### src/mcs_pkg.sv
// package for the multiply and compare-skip execution block
package mcs_pkg;

  // instruction kinds handed over by the decoder
  typedef enum logic [2:0] {
    MCS_OP_NONE = 3'h0,
    MCS_OP_MUL_IMMEDIATE = 3'h1,
    MCS_OP_MUL_REGISTER = 3'h2,
    MCS_OP_CMP_SKIP_GREATER = 3'h3,
    MCS_OP_CMP_SKIP_LESS = 3'h4
  } mcs_op_type;

  // one-hot phase codes of an instruction cycle
  typedef enum logic [3:0] {
    MCS_PH_Q1 = 4'h1,
    MCS_PH_Q2 = 4'h2,
    MCS_PH_Q3 = 4'h4,
    MCS_PH_Q4 = 4'h8
  } mcs_phase_type;

  localparam logic [7:0] MCS_BYTE_ZERO = 8'h00;
  localparam logic [15:0] MCS_PROD_ZERO = 16'h0000;
  localparam logic [1:0] MCS_SKIP_ZERO = 2'h0;
  localparam logic [1:0] MCS_SKIP_ONE_WORD = 2'h1;
  localparam logic [1:0] MCS_SKIP_TWO_WORD = 2'h2;
  localparam logic [3:0] MCS_ACCESS_BANK = 4'h0;
  localparam logic [11:0] MCS_ADDR_ZERO = 12'h000;
  // bit of the one-hot phase code that marks the first phase
  localparam int MCS_PH_Q1_BIT = 0;

  // instruction presented at the start of a cycle
  typedef struct packed {
    mcs_op_type op;
    logic [7:0] literal;
    logic [7:0] fileAddr;
    logic accessSel;
  } mcs_instr_type;

  // data-memory read port
  typedef struct packed {
    logic [11:0] addr;
    logic rdEn;
  } mcs_mem_req_type;

  // complete state of the block
  typedef struct packed {
    mcs_phase_type phase;
    mcs_op_type op;
    logic [7:0] operand;
    logic [15:0] product;
    logic [7:0] productHigh;
    logic [7:0] productLow;
    logic prodWrite;
    logic skipTaken;
    logic [1:0] skipLeft;
    logic nopCycle;
    logic instrReady;
    mcs_mem_req_type memReq;
  } mcs_state_type;

endpackage

### src/mcs_exec.sv
// execution of unsigned multiplies and compare-and-skip cycle timing
`timescale 1ns/1ps
module mcs_exec (
  // clock and reset
  input wire logic clk,
  input wire logic reset,
  // decoder side
  input wire mcs_pkg::mcs_instr_type instr,
  input wire logic nextIsTwoWord,
  output logic instrReady_r,
  output logic phaseQ1_r,
  // working register and bank select
  input wire logic [7:0] workingReg,
  input wire logic [3:0] bankSelectReg,
  // data memory read
  output mcs_pkg::mcs_mem_req_type memReq_r,
  input wire logic [7:0] memRdata,
  // product registers and skip report
  output logic [7:0] productHigh_r,
  output logic [7:0] productLow_r,
  output logic prodWrite_r,
  output logic skipTaken_r,
  output logic nopCycle_r
);
  import mcs_pkg::*;

  // the whole block state is one struct: the flops and their next value
  mcs_state_type state_r;
  mcs_state_type state_nxt;

  // ----------------------------------------------------------------
  // helper functions
  // ----------------------------------------------------------------

  // borrow out of the unsigned subtraction a - b, set exactly when a < b;
  // a ninth bit is carried so that no signed compare can creep in
  function automatic logic mcsBorrow(input logic [7:0] a, input logic [7:0] b);
    logic borrow;
    logic [7:0] diff;
    {borrow, diff} = {1'b0, a} - {1'b0, b};
    return borrow;
  endfunction

  // full 16-bit unsigned product of two bytes; both factors are widened first
  // so that the high byte is never lost to an 8-bit context
  function automatic logic [15:0] mcsProduct(input logic [7:0] a, input logic [7:0] b);
    logic [15:0] wideA;
    logic [15:0] wideB;
    wideA = {MCS_BYTE_ZERO, a};
    wideB = {MCS_BYTE_ZERO, b};
    return wideA * wideB;
  endfunction

  // instruction kinds that fetch their operand from data memory in phase two
  function automatic logic mcsReadsFile(input mcs_op_type op);
    return (op == MCS_OP_MUL_REGISTER) || (op == MCS_OP_CMP_SKIP_GREATER) || (op == MCS_OP_CMP_SKIP_LESS);
  endfunction

  // instruction kinds that write the product register pair in phase four
  function automatic logic mcsIsMultiply(input mcs_op_type op);
    return (op == MCS_OP_MUL_IMMEDIATE) || (op == MCS_OP_MUL_REGISTER);
  endfunction

  // data-memory address of a file operand: the access bank when access-select
  // is clear, otherwise the bank held in the bank select register
  function automatic logic [11:0] mcsFileAddr(input logic accessSel, input logic [3:0] bank,
    input logic [7:0] offset);
    logic [11:0] addr;
    if (accessSel) begin
      addr = {bank, offset};
    end else begin
      addr = {MCS_ACCESS_BANK, offset};
    end
    return addr;
  endfunction

  // skip condition of a compare: greater skips when f > W, so W - f borrows;
  // less skips when f < W, so f - W borrows; equal operands never skip
  function automatic logic mcsSkipHolds(input mcs_op_type op, input logic [7:0] fileVal,
    input logic [7:0] work);
    logic holds;
    holds = 1'b0;
    if (op == MCS_OP_CMP_SKIP_GREATER) begin
      holds = mcsBorrow(work, fileVal);
    end else if (op == MCS_OP_CMP_SKIP_LESS) begin
      holds = mcsBorrow(fileVal, work);
    end
    return holds;
  endfunction

  // whole cycles to discard after a taken skip: one per word of the skipped
  // instruction, so a two-word instruction costs a third cycle
  function automatic logic [1:0] mcsSkipWords(input logic twoWord);
    logic [1:0] words;
    if (twoWord) begin
      words = MCS_SKIP_TWO_WORD;
    end else begin
      words = MCS_SKIP_ONE_WORD;
    end
    return words;
  endfunction

  // state after reset: first phase, nothing pending, ready for an instruction
  function automatic mcs_state_type mcsResetState();
    mcs_state_type s;
    s.phase = MCS_PH_Q1;
    s.op = MCS_OP_NONE;
    s.operand = MCS_BYTE_ZERO;
    s.product = MCS_PROD_ZERO;
    s.productHigh = MCS_BYTE_ZERO;
    s.productLow = MCS_BYTE_ZERO;
    s.prodWrite = 1'b0;
    s.skipTaken = 1'b0;
    s.skipLeft = MCS_SKIP_ZERO;
    s.nopCycle = 1'b0;
    s.instrReady = 1'b1;
    s.memReq.addr = MCS_ADDR_ZERO;
    s.memReq.rdEn = 1'b0;
    return s;
  endfunction

  // ----------------------------------------------------------------
  // next-state logic
  // ----------------------------------------------------------------

  // one pass of the four-phase ring per instruction cycle; pulses default low
  always_comb begin
    state_nxt = state_r;
    state_nxt.prodWrite = 1'b0;
    state_nxt.memReq.rdEn = 1'b0;
    case (state_r.phase)
      // phase one: decode, or turn the whole cycle into a discard
      MCS_PH_Q1: begin
        state_nxt.phase = MCS_PH_Q2;
        state_nxt.instrReady = 1'b0;
        state_nxt.skipTaken = 1'b0;
        if (state_r.skipLeft != MCS_SKIP_ZERO) begin
          // a pending discard swallows the presented word; nothing reads or writes
          state_nxt.op = MCS_OP_NONE;
          state_nxt.nopCycle = 1'b1;
          state_nxt.skipLeft = state_r.skipLeft - MCS_SKIP_ONE_WORD;
        end else begin
          state_nxt.op = instr.op;
          state_nxt.nopCycle = 1'b0;
          // the literal rides along with the decoded word
          state_nxt.operand = instr.literal;
          // file operands launch their address now so the data stands in phase two
          if (mcsReadsFile(instr.op)) begin
            state_nxt.memReq.rdEn = 1'b1;
            state_nxt.memReq.addr = mcsFileAddr(instr.accessSel, bankSelectReg, instr.fileAddr);
          end
        end
      end
      // phase two: read the file operand; the literal is already held
      MCS_PH_Q2: begin
        state_nxt.phase = MCS_PH_Q3;
        if (mcsReadsFile(state_r.op)) begin
          state_nxt.operand = memRdata;
        end
      end
      // phase three: process; the working register is only read, never written
      MCS_PH_Q3: begin
        state_nxt.phase = MCS_PH_Q4;
        state_nxt.product = mcsProduct(workingReg, state_r.operand);
        if (mcsSkipHolds(state_r.op, state_r.operand, workingReg)) begin
          state_nxt.skipTaken = 1'b1;
        end
      end
      // phase four: write the product pair; a taken skip arms the discard count
      MCS_PH_Q4: begin
        state_nxt.phase = MCS_PH_Q1;
        // the next word is accepted only when no discard is pending or about to start
        state_nxt.instrReady = (state_r.skipLeft == MCS_SKIP_ZERO) && !state_r.skipTaken;
        if (mcsIsMultiply(state_r.op)) begin
          {state_nxt.productHigh, state_nxt.productLow} = state_r.product;
          state_nxt.prodWrite = 1'b1;
        end
        if (state_r.skipTaken) begin
          state_nxt.skipLeft = mcsSkipWords(nextIsTwoWord);
        end
      end
      // an illegal phase code falls back into the ring at phase one
      default: begin
        state_nxt.phase = MCS_PH_Q1;
      end
    endcase
  end

  // ----------------------------------------------------------------
  // state register
  // ----------------------------------------------------------------

  // synchronous reset parks the ring at phase one with the decoder free to issue
  always_ff @(posedge clk) begin
    if (reset) begin
      state_r <= mcsResetState();
    end else begin
      state_r <= state_nxt;
    end
  end

  // ----------------------------------------------------------------
  // outputs
  // ----------------------------------------------------------------

  // every output is a bare state flop, so no decode glitch reaches the core
  assign instrReady_r = state_r.instrReady;
  assign phaseQ1_r = state_r.phase[MCS_PH_Q1_BIT];
  assign memReq_r = state_r.memReq;
  assign productHigh_r = state_r.productHigh;
  assign productLow_r = state_r.productLow;
  assign prodWrite_r = state_r.prodWrite;
  assign skipTaken_r = state_r.skipTaken;
  assign nopCycle_r = state_r.nopCycle;

endmodule

### config.mk
export PLATFORM = sky130hd
export DESIGN_NAME = mcs_exec
export DESIGN_NICKNAME = d
export VERILOG_FILES = /design/src/mcs_pkg.sv /design/src/mcs_exec.sv
export SDC_FILE = /design/constraint.sdc
export NUM_CORES = 1
export LEC_CHECK = 0
export BUFFER_PORTS_ARGS = -buffer_cell sky130_fd_sc_hd__buf_2
export CAP_MARGIN = 30
export CORE_UTILIZATION = 30
export DETAILED_ROUTE_END_ITERATION = 10
export GPL_TIMING_DRIVEN = 0
export RECOVER_POWER = 50
export SYNTH_ARGS = -nofsm -noshare
export SYNTH_HDL_FRONTEND = slang
export SYNTH_SLANG_ARGS = --single-unit
### constraint.sdc
create_clock -name clk -period 8.1 [get_ports clk]
set_clock_uncertainty 0.05 [all_clocks]
set_input_delay 1.62 -clock clk [delete_from_list [all_inputs] [get_ports clk]]
set_output_delay 1.62 -clock clk [all_outputs]
set_load 0.02 [all_outputs]
==> results of run 1 <==
## power by group through the flow
| stage | Sequential (mW) | Clock [mW] | Combinational (mW) |
|---|---|---|---|
| global route | 0.376 | 0.435 | 0.668 |
| global placement | 0.378 | 0 | 0.563 |
| detailed placement | 0.379 | 0 | 0.564 |
| CTS | 0.372 | 0.420 | 0.571 |
| finish | 0.372 | 0.409 | 0.563 |
| floorplan | 0.371 | 0 | 0.434 |
## registers in the layout, indices dropped and copies added, names as in the netlist
name	flops
productHigh_r	8
state_r	32
phaseQ1_r	1
nopCycle_r	1
skipTaken_r	1
instrReady_r	1
memReq_r	13
productLow_r	8
prodWrite_r	1
## through the flow
step                total power, mW  utilization, %  worst slack, ns
global placement              0.941            34.9             2.28
detailed placement            0.942            34.9             2.29
finish                         1.34            36.4             2.61
CTS                            1.36            36.7             2.64
floorplan                     0.805               -             2.76
global route                   1.48            36.4             2.32
## layout make-up
| cell class | count | area (um^2) | area share (%) |
|---|---|---|---|
| multi-input cells | 417 | 3280 | 53.8 |
| clock buffers | 11 | 243 | 3.99 |
| well taps | 220 | 275 | 4.52 |
| clock inverters | 3 | 65.1 | 1.07 |
| plain buffers | 46 | 295 | 4.85 |
| flip-flops and latches | 66 | 1320 | 21.7 |
| repair buffers | 75 | 333 | 5.47 |
| inverters | 74 | 278 | 4.56 |
## worst register-to-register path: stages, from the launching register on
cell	delay (ns)
sky130_fd_sc_hd__dfxtp_1	0.49
sky130_fd_sc_hd__inv_1	0.21
sky130_fd_sc_hd__nor2_1	0.18
sky130_fd_sc_hd__fa_1	0.46
sky130_fd_sc_hd__fa_1	0.52
sky130_fd_sc_hd__fa_1	0.54
sky130_fd_sc_hd__inv_1	0.05
sky130_fd_sc_hd__fa_1	0.52
sky130_fd_sc_hd__inv_1	0.04
sky130_fd_sc_hd__ha_1	0.19
sky130_fd_sc_hd__a21oi_1	0.37
sky130_fd_sc_hd__o21ai_0	0.19
sky130_fd_sc_hd__a21o_1	0.23
sky130_fd_sc_hd__a32o_1	0.20
sky130_fd_sc_hd__a211o_1	0.22
## per-layer routing
metal	up-vias	share of wire (%)	global-route usage [%]
met2	120	46	24.9
met1	2090	48	20.6
met3	15	5.4	3.01
met5	-	0	0
li1	2162	-	-
met4	0	1.3	4.36
## worst max path at each step
| stage | startpoint | endpoint | depth (start not counted) |
|---|---|---|---|
| 6_report | workingReg[2] | state_r[49]$_SDFFE_PP0P_ | 15 |
| 5_1_grt | workingReg[1] | state_r[46]$_SDFFE_PP0P_ | 15 |
| 4_1_cts | workingReg[2] | state_r[49]$_SDFFE_PP0P_ | 15 |
| 3_5_place_dp | workingReg[2] | state_r[49]$_SDFFE_PP0P_ | 15 |
| 3_3_place_gp | workingReg[1] | state_r[48]$_SDFFE_PP0P_ | 15 |
| 2_1_floorplan | workingReg[1] | state_r[48]$_SDFFE_PP0P_ | 14 |
## cells by family after synthesis
| group | count (synthesis) | synth area share (%) |
|---|---|---|
| adders and majority gates | 94 | 28.0 |
| buffers and inverters | 120 | 11.1 |
| and+or+nand+nor | 205 | 18.7 |
| DFF | 66 | 25.6 |
| xor gates and xnor gates | 3 | 0.508 |
| muxes | 18 | 3.48 |
| AOI/OAI and AO/OA | 97 | 12.7 |
## cell usage in the layout, fill, tap and decap left out, types with 3 or more instances in the layout
cell type / n
sky130_fd_sc_hd__nand3_1: 13
sky130_fd_sc_hd__nand4_1: 3
sky130_fd_sc_hd__nand2_1: 79
sky130_fd_sc_hd__nor2b_1: 4
sky130_fd_sc_hd__o211ai_1: 3
sky130_fd_sc_hd__o31ai_1: 3
sky130_fd_sc_hd__clkbuf_16: 9
sky130_fd_sc_hd__a2111oi_0: 3
sky130_fd_sc_hd__and2_1: 6
sky130_fd_sc_hd__mux2i_1: 18
sky130_fd_sc_hd__ha_1: 58
sky130_fd_sc_hd__o21ai_0: 11
sky130_fd_sc_hd__nor4b_2: 3
sky130_fd_sc_hd__buf_2: 43
sky130_fd_sc_hd__a211oi_1: 5
sky130_fd_sc_hd__buf_4: 30
sky130_fd_sc_hd__dfxtp_1: 66
sky130_fd_sc_hd__a311oi_1: 8
sky130_fd_sc_hd__and3_1: 4
sky130_fd_sc_hd__nor3_1: 5
sky130_fd_sc_hd__nor3b_1: 4
sky130_fd_sc_hd__nor2_1: 68
sky130_fd_sc_hd__clkbuf_1: 48
sky130_fd_sc_hd__inv_1: 73
sky130_fd_sc_hd__a21o_1: 7
sky130_fd_sc_hd__a21oi_1: 38
sky130_fd_sc_hd__fa_1: 36
sky130_fd_sc_hd__xnor2_1: 3
==> run summary, run 1 <==
r2r endpoint = state_r[49]$_SDFFE_PP0P_
register share of total power = 27.7%
final-report hold violation count = 0
length in cells of the worst reg-to-reg path = 14
number of nets in the layout = 826
Cell Pwr Density = 221 nW/um^2
worst endpoint data arrival time = 5.66 ns
Std-Cell Core Area = 16700 um^2
cell with the most instances after synthesis = sky130_fd_sc_hd__nand2_1
drt wl/cell = 13.6 um
count of instances resized after the clock tree is built = 0
DP HPWL = 9.94 mm
worst min path class = reg -> reg
max-cap viol count = 0
ys async rst share = 0%
final cell area excluding filler cells = 6090 um^2
number of cells produced by synthesis = 603
number of flops mapped to enable cells by yosys = 0
combinational power share = 41.9%
count of pins over their slew limit = 0
post-synthesis sequential area ratio = 25.6%
final setup TNS = 0 ns
Synth Register Bits = 66
hold-critical path endpoint = memReq_r[11]$_SDFFE_PP0P_
initial core utilization = 31.0%
cells along the critical path = buf_2 -> inv_1 -> nor2_1 -> fa_1 -> fa_1 -> fa_1 -> inv_1 -> fa_1 -> inv_1 -> ha_1 -> a21oi_1 -> o21ai_0 -> a21o_1 -> a32o_1 -> a211o_1
number of cells in the finished layout apart from fillers = 912
leading post-synthesis cells by cell area = sky130_fd_sc_hd__dfxtp_1 26%, sky130_fd_sc_hd__ha_1 14%, sky130_fd_sc_hd__fa_1 14%, sky130_fd_sc_hd__nand2_1 5.7%, sky130_fd_sc_hd__inv_1 5.3%
type of origin of the critical path = input pin
headroom to the max-slew limit = 42.9%
result of the run = completed
period utilisation layout = 67.8%
TritonCTS Buffers = 9
first drt pass iteration count = 5
family with the most delay on the worst path = adder cells
maximum vdd drop = 0.000140 V
RePlAce Congestion = 0.850
buffer cell driving the clock tree root = sky130_fd_sc_hd__clkbuf_16
min Tclk post-route = 5.49 ns
remaining design rule violation count = 0
type of destination of the critical path = flop
CTS max path bufs = 2
Die Width = 133 um
Yosys top cell by area = sky130_fd_sc_hd__dfxtp_1
achievable frequency = 182 MHz
vias per cell = 4.81
overall die height = 133 um
area share of the largest cell type after synthesis = 25.6%
count of warnings emitted by yosys = 0
Inserted Diodes = 0
RSZ-0062 raised after global routing = false
Post-Synthesis Mean Instance Area = 8.58 um^2
cell-internal power = 0.842 mW
clock network latency to the later pin of the worst-skew pair = 0.33 ns
path type of the worst setup path = in -> reg
area of the die = 17800 um^2
final global-route overflow total = 0
count of placed standard cells including taps = 898
number of top-level pins = 77
flop-to-flop setup slack = 3.52 ns
clock transition at the registers of the reported paths = 0.05 ns
via total after detailed routing = 4387
CTS tree = yes
GRT Util Overall = 15.3%
most frequently used flop master after synthesis = sky130_fd_sc_hd__dfxtp_1
r2r startpoint = state_r[56]$_SDFFE_PP0P_
count of input and output buffers = 75
Worst Path Max Fanout = 6
via count of the first global-routing pass = 4430
fraction of final layout cells sized beyond drive strength 1 = 13.7%
fraction of power spent switching nets = 37.4%
hold_buf cts = 0
CTS HTree Levels = 3
setup bufs post-CTS = 0
combined buffer and inverter count along the critical path = 4
worst stage delay on the critical path = 0.54 ns
DRC violation total after the first TritonRoute iteration = 236
net switching power of the design = 0.502 mW
Slowest-stage cell, CP = sky130_fd_sc_hd__fa_1
antenna violation net count after detailed routing = 0
wire length after detailed routing = 12.4 mm
worst hold slack = 0.399 ns
Sink Count = 66
growth of design area from synthesis to finish = 17.7%
instance count along the most critical hold path = 2
Final setup violation count = 0
site row count = 47
startpoint of the lowest-slack hold path = memReq_r[11]$_SDFFE_PP0P_
syn_nets = 740
Post-Syn Area = 5170 um^2
number of antenna violations at the first check in global routing = 0
pin count of the biggest net entering global routing = 11
portion of total power attributed to the clock network = 30.4%
instance area at placement = 5820 um^2
Fillers = 1801
most frequent cell on the critical path = sky130_fd_sc_hd__fa_1
first-pass GRT wire length = 21.7 mm
top cell types by occurrence after synthesis = 79 x sky130_fd_sc_hd__nand2_1, 73 x sky130_fd_sc_hd__inv_1, 68 x sky130_fd_sc_hd__nor2_1, 66 x sky130_fd_sc_hd__dfxtp_1, 58 x sky130_fd_sc_hd__ha_1
leakage power of the design = 2.80 nW
Distinct cells, synth = 57
Data required, critical path = 8.27 ns
transition time at the pin with the least slew margin = 0.854 ns
No activity file was read; power rests on OpenSTA's default activity.
==> inputs of run 2 (changes only) <==
==> constraint.sdc (replaced) <==
create_clock -name clk -period 4.4 [get_ports clk]
set_clock_uncertainty 0.05 [all_clocks]
set_input_delay 0.88 -clock clk [delete_from_list [all_inputs] [get_ports clk]]
set_output_delay 0.88 -clock clk [all_outputs]
set_load 0.02 [all_outputs]
==> run summary, run 2 (synthesis results as in run 1) <==
result of the run = finished with violations
violations in the final reports = max-capacitance violations, max-slew violations
headroom to the max-slew limit = -1.99%
via count of the first global-routing pass = 4484
final setup TNS = 0 ns
DRC violation total after the first TritonRoute iteration = 313
type of origin of the critical path = input pin
Data required, critical path = 4.57 ns
worst endpoint data arrival time = 4.56 ns
Final setup violation count = 0
remaining design rule violation count = 0
GR peak layer = met2
final cell area excluding filler cells = 6400 um^2
overall die height = 133 um
met1 Resource Use GR = 20.3%
Largest register FFs = 32
max-cap viol count = 1
site row count = 47
Worst Setup Slack post-DPL = -0.504 ns
first-pass GRT wire length = 21.6 mm
period utilisation layout = 99.8%
DP HPWL = 10.2 mm
highest-count cells in the layout ignoring fill and taps = 78 x sky130_fd_sc_hd__nand2_1, 63 x sky130_fd_sc_hd__inv_1, 61 x sky130_fd_sc_hd__nor2_1, 61 x sky130_fd_sc_hd__dfxtp_1, 52 x sky130_fd_sc_hd__ha_1
number of top-level pins = 77
clock transition at the registers of the reported paths = 0.06 ns
CTS max path bufs = 2
GRT Util Overall = 15.3%
count of placed standard cells including taps = 898
Slowest-stage cell, CP = sky130_fd_sc_hd__fa_1
cells along the critical path = clkbuf_4 -> inv_4 -> buf_4 -> nor2_1 -> fa_1 -> inv_1 -> fa_1 -> fa_1 -> fa_1 -> inv_1 -> ha_4 -> o211a_1 -> o31ai_4 -> a21o_1 -> a2111oi_2 -> or3_1
global-route track usage on met2 = 24.9%
growth of design area from synthesis to finish = 23.7%
path type of the worst setup path = in -> reg
register with the highest flop count = state_r
number of antenna violations at the first check in global routing = 0
Worst Path Max Fanout = 6
Cell Pwr Density = 435 nW/um^2
count of input and output buffers = 75
most frequent cell on the critical path = sky130_fd_sc_hd__fa_1
final worst slack = 0.0105 ns
RSZ-0062 raised after global routing = true
antenna violation net count after detailed routing = 0
Std-Cell Core Area = 16700 um^2
worst stage delay on the critical path = 0.51 ns
initial core utilization = 31.0%
via total after detailed routing = 4422
pin count of the biggest net entering global routing = 14
CTS HTree Levels = 3
transition time at the pin with the least slew margin = 1.51 ns
Inserted Diodes = 0
TritonCTS Buffers = 9
clock network latency to the later pin of the worst-skew pair = 0.34 ns
first drt pass iteration count = 4
fraction of final layout cells sized beyond drive strength 1 = 20.7%
min Tclk post-route = 4.39 ns
instance area at placement = 5880 um^2
number of cells in the finished layout apart from fillers = 920
Sink Count = 66
Die Width = 133 um
CTS tree = yes
drt wl/cell = 14.0 um
final global-route overflow total = 0
maximum vdd drop = 0.000258 V
type of destination of the critical path = flop
leakage power of the design = 2.84 nW
number of nets in the layout = 832
most common cell after layout, fill and taps aside = sky130_fd_sc_hd__nand2_1
achievable frequency = 228 MHz
worst min path class = reg -> reg
wire length after detailed routing = 12.8 mm
vias per cell = 4.81
RePlAce Congestion = 0.833
area of the die = 17800 um^2
buffer cell driving the clock tree root = sky130_fd_sc_hd__clkbuf_16
count of pins over their slew limit = 8
met3 Usage GRT = 3.27%
final-report hold violation count = 0
run 2: cell types whose count changed in the layout (fill, tap and decap cells not counted), sizes merged:
cell,before,now
buf,74,78
inv,73,75
bufinv,2,3
clkinvlp,0,1
run 2: per-stage QoR:
step	utilization, %	total power, mW	hold WS (ns)
after floorplan	-	1.55	0.382
after global placement	35.2	1.81	0.392
after detailed placement	35.2	1.82	0.397
after CTS	37.7	2.74	0.406
after global routing	38.3	3.01	0.423
final	38.3	2.78	0.403
run 2: critical path: cells and delay by family:
| family | cells | cell delay, ns |
|---|---|---|
| AOI/OAI and AO/OA | 4 | 0.68 |
| buffers and inverters | 5 | 0.51 |
| adders and majority gates | 5 | 2.07 |
| and+or+nand+nor | 2 | 0.41 |
run 2: cell type report:
cell class	count	area, um^2
Inverter	74	293
Fill cell	1763	10300
Timing Repair Buffer	81	418
Tap cell	220	275
Clock buffer	9	225
Clock inverter	7	124
Multi-Input combinational cell	417	3440
Buffer	46	295
Sequential cell	66	1330
run 2: routing by layer:
layer	routed length, um	vias to the layer above
li1	-	2181
met5	0	-
met3	740	13
met2	6000	107
met1	5960	2121
met4	142	0
run 2: power breakdown:
part	leakage [nW]	switching [mW]	internal, mW
Combinational	2.13	0.724	0.530
Sequential	0.538	0.0525	0.636
Clock	0.167	0.282	0.558
run 2: final timing paths:
path                             startpoint                         to  slack (ns)  cells past startpoint
hold reg to reg   memReq_r[11]$_SDFFE_PP0P_  memReq_r[11]$_SDFFE_PP0P_        0.40                      2
setup reg to reg   state_r[53]$_SDFFE_PP0P_   state_r[48]$_SDFFE_PP0P_        0.09                     14
setup / recovery              workingReg[3]   state_r[48]$_SDFFE_PP0P_        0.01                     16
hold / removal    memReq_r[11]$_SDFFE_PP0P_  memReq_r[11]$_SDFFE_PP0P_        0.40                      2
run 2: repair_timing:
item / in CTS / in global routing
endpoints found under the setup margin: 5 / 7
pin swaps: 2 / 25
resized for setup: 11 / 47
buffers inserted: 1 / 5
hold buffers: 0 / 0
==> inputs of run 3 (changes only) <==
--- a/config.mk
+++ b/config.mk
@@ -7,6 +7,7 @@
 export LEC_CHECK = 0
 export BUFFER_PORTS_ARGS = -buffer_cell sky130_fd_sc_hd__buf_2
 export CAP_MARGIN = 30
+export CORE_ASPECT_RATIO = 0.9
 export CORE_UTILIZATION = 30
 export DETAILED_ROUTE_END_ITERATION = 10
 export GPL_TIMING_DRIVEN = 0
==> run summary, run 3 (synthesis results as in run 1) <==
share of the core filled with cells in the final layout = 37.6%
highest-count cells in the layout ignoring fill and taps = 78 x sky130_fd_sc_hd__nand2_1, 64 x sky130_fd_sc_hd__dfxtp_1, 63 x sky130_fd_sc_hd__inv_1
length in cells of the worst reg-to-reg path = 14
fraction of final layout cells sized beyond drive strength 1 = 20.5%
TritonCTS Buffers = 9
instance area at placement = 5870 um^2
remaining design rule violation count = 0
antenna violation net count after detailed routing = 0
Inserted Diodes = 0
GRT Util Overall = 15.3%
Die Width = 140 um
first drt pass iteration count = 4
headroom to the max-slew limit = -2.94%
violations in the final reports = max-capacitance violations, max-slew violations, negative setup slack
achievable frequency = 227 MHz
number of antenna violations at the first check in global routing = 0
worst stage delay on the critical path = 0.57 ns
Slowest-stage cell, CP = sky130_fd_sc_hd__fa_1
buffer cell driving the clock tree root = sky130_fd_sc_hd__clkbuf_16
clock network latency to the later pin of the worst-skew pair = 0.33 ns
Largest register FFs = 32
Fillers = 1806
growth of design area from synthesis to finish = 22.9%
first-pass GRT wire length = 21.6 mm
most common cell after layout, fill and taps aside = sky130_fd_sc_hd__nand2_1
max-cap viol count = 1
worst min path class = reg -> reg
RSZ-0062 raised after global routing = true
final-report hold violation count = 0
RePlAce Congestion = 0.846
maximum vdd drop = 0.000268 V
CTS max path bufs = 2
instance count along the most critical hold path = 2
clock transition at the registers of the reported paths = 0.06 ns
pin count of the biggest net entering global routing = 13
Data required, critical path = 4.56 ns
type of destination of the critical path = flop
number of top-level pins = 77
via total after detailed routing = 4394
total power draw = 2.65 mW
total area of sequential cells = 1320 um^2
Cell Pwr Density = 417 nW/um^2
transition time at the pin with the least slew margin = 1.52 ns
overall die height = 127 um
Sink Count = 66
CTS HTree Levels = 3
count of pins over their slew limit = 8
final global-route overflow total = 0
worst endpoint data arrival time = 4.57 ns
drt wl/cell = 13.8 um
Std-Cell Core Area = 16900 um^2
wire length after detailed routing = 12.7 mm
Worst Setup Slack post-DPL = -0.493 ns
most frequent cell on the critical path = sky130_fd_sc_hd__fa_1
total area of multi-input combinational cells = 3460 um^2
leakage power of the design = 2.82 nW
via count of the first global-routing pass = 4325
DRC violation total after the first TritonRoute iteration = 189
hold_buf cts = 0
period utilisation layout = 100%
result of the run = finished with violations
count of input and output buffers = 75
cells along the critical path = buf_12 -> ha_4 -> fa_1 -> fa_1 -> fa_1 -> inv_2 -> fa_1 -> inv_2 -> ha_4 -> o211a_1 -> o31ai_4 -> a21o_4 -> and3_4 -> or3_1
count of placed standard cells including taps = 889
DP HPWL = 10.1 mm
min Tclk post-route = 4.41 ns
area of the die = 17800 um^2
register with the highest flop count = state_r
vias per cell = 4.80
type of origin of the critical path = input pin
site row count = 45
Final setup violation count = 1
number of nets in the layout = 836
Worst Path Max Fanout = 5
number of cells in the finished layout apart from fillers = 915
path type of the worst setup path = in -> reg
final cell area excluding filler cells = 6350 um^2
CTS tree = yes
final worst slack = -0.0120 ns
initial core utilization = 30.6%
[run 3: cell type report]
cell class	count	share of cell area, %
Clock inverter	6	0.670
Sequential cell	66	20.8
Tap cell	211	4.16
Clock buffer	10	3.60
Multi-Input combinational cell	417	54.5
Inverter	74	4.65
Timing Repair Buffer	85	6.99
Buffer	46	4.59
[run 3: where the power goes]
group          internal, mW  total (mW)  leakage [nW]  switching (mW)
Combinational         0.570        1.31          2.15           0.736
Sequential            0.635       0.689         0.537          0.0542
Clock                 0.382       0.654         0.129           0.272
Total                  1.59        2.65          2.82            1.06
[run 3: path summary, 6_finish.rpt]
path	startpoint	to	slack, ns
setup / recovery	workingReg[4]	state_r[48]$_SDFFE_PP0P_	-0.01
hold / removal	memReq_r[2]$_SDFFE_PP0P_	memReq_r[2]$_SDFFE_PP0P_	0.40
setup reg to reg	state_r[57]$_SDFFE_PP0P_	state_r[48]$_SDFFE_PP0P_	0.02
hold reg to reg	memReq_r[2]$_SDFFE_PP0P_	memReq_r[2]$_SDFFE_PP0P_	0.40
[run 3: layer usage]
layer  wire [um]  global-route usage (%)  up-vias
li1            -                       -     2188
met1        6210                    21.5     2084
met2        5590                    23.7      115
met3         792                    3.25        7
met4          80                    4.01        0
met5           0                       0        -
[run 3: worst max-delay path, delay by kind of cell]
kind	cells	cell delay [ns]
simple gates	2	0.50
buf+inv	3	0.20
compound gates	3	0.52
fa+ha+maj	6	2.48
[run 3: per-stage QoR]
step	hold slack, ns	setup TNS [ns]
2_1_floorplan	0.382	-0.00497
3_3_place_gp	0.390	-2.73
3_5_place_dp	0.399	-2.93
4_1_cts	0.409	-0.0339
5_1_grt	0.418	-0.307
6_report	0.404	-0.0120
[run 3: repair_timing]
| item | 4_1_cts | 5_1_grt |
|---|---|---|
| setup endpoints to repair | 6 | 6 |
| buffers inserted | 3 | 7 |
| gates resized for setup | 12 | 43 |
| pin swaps | 2 | 12 |
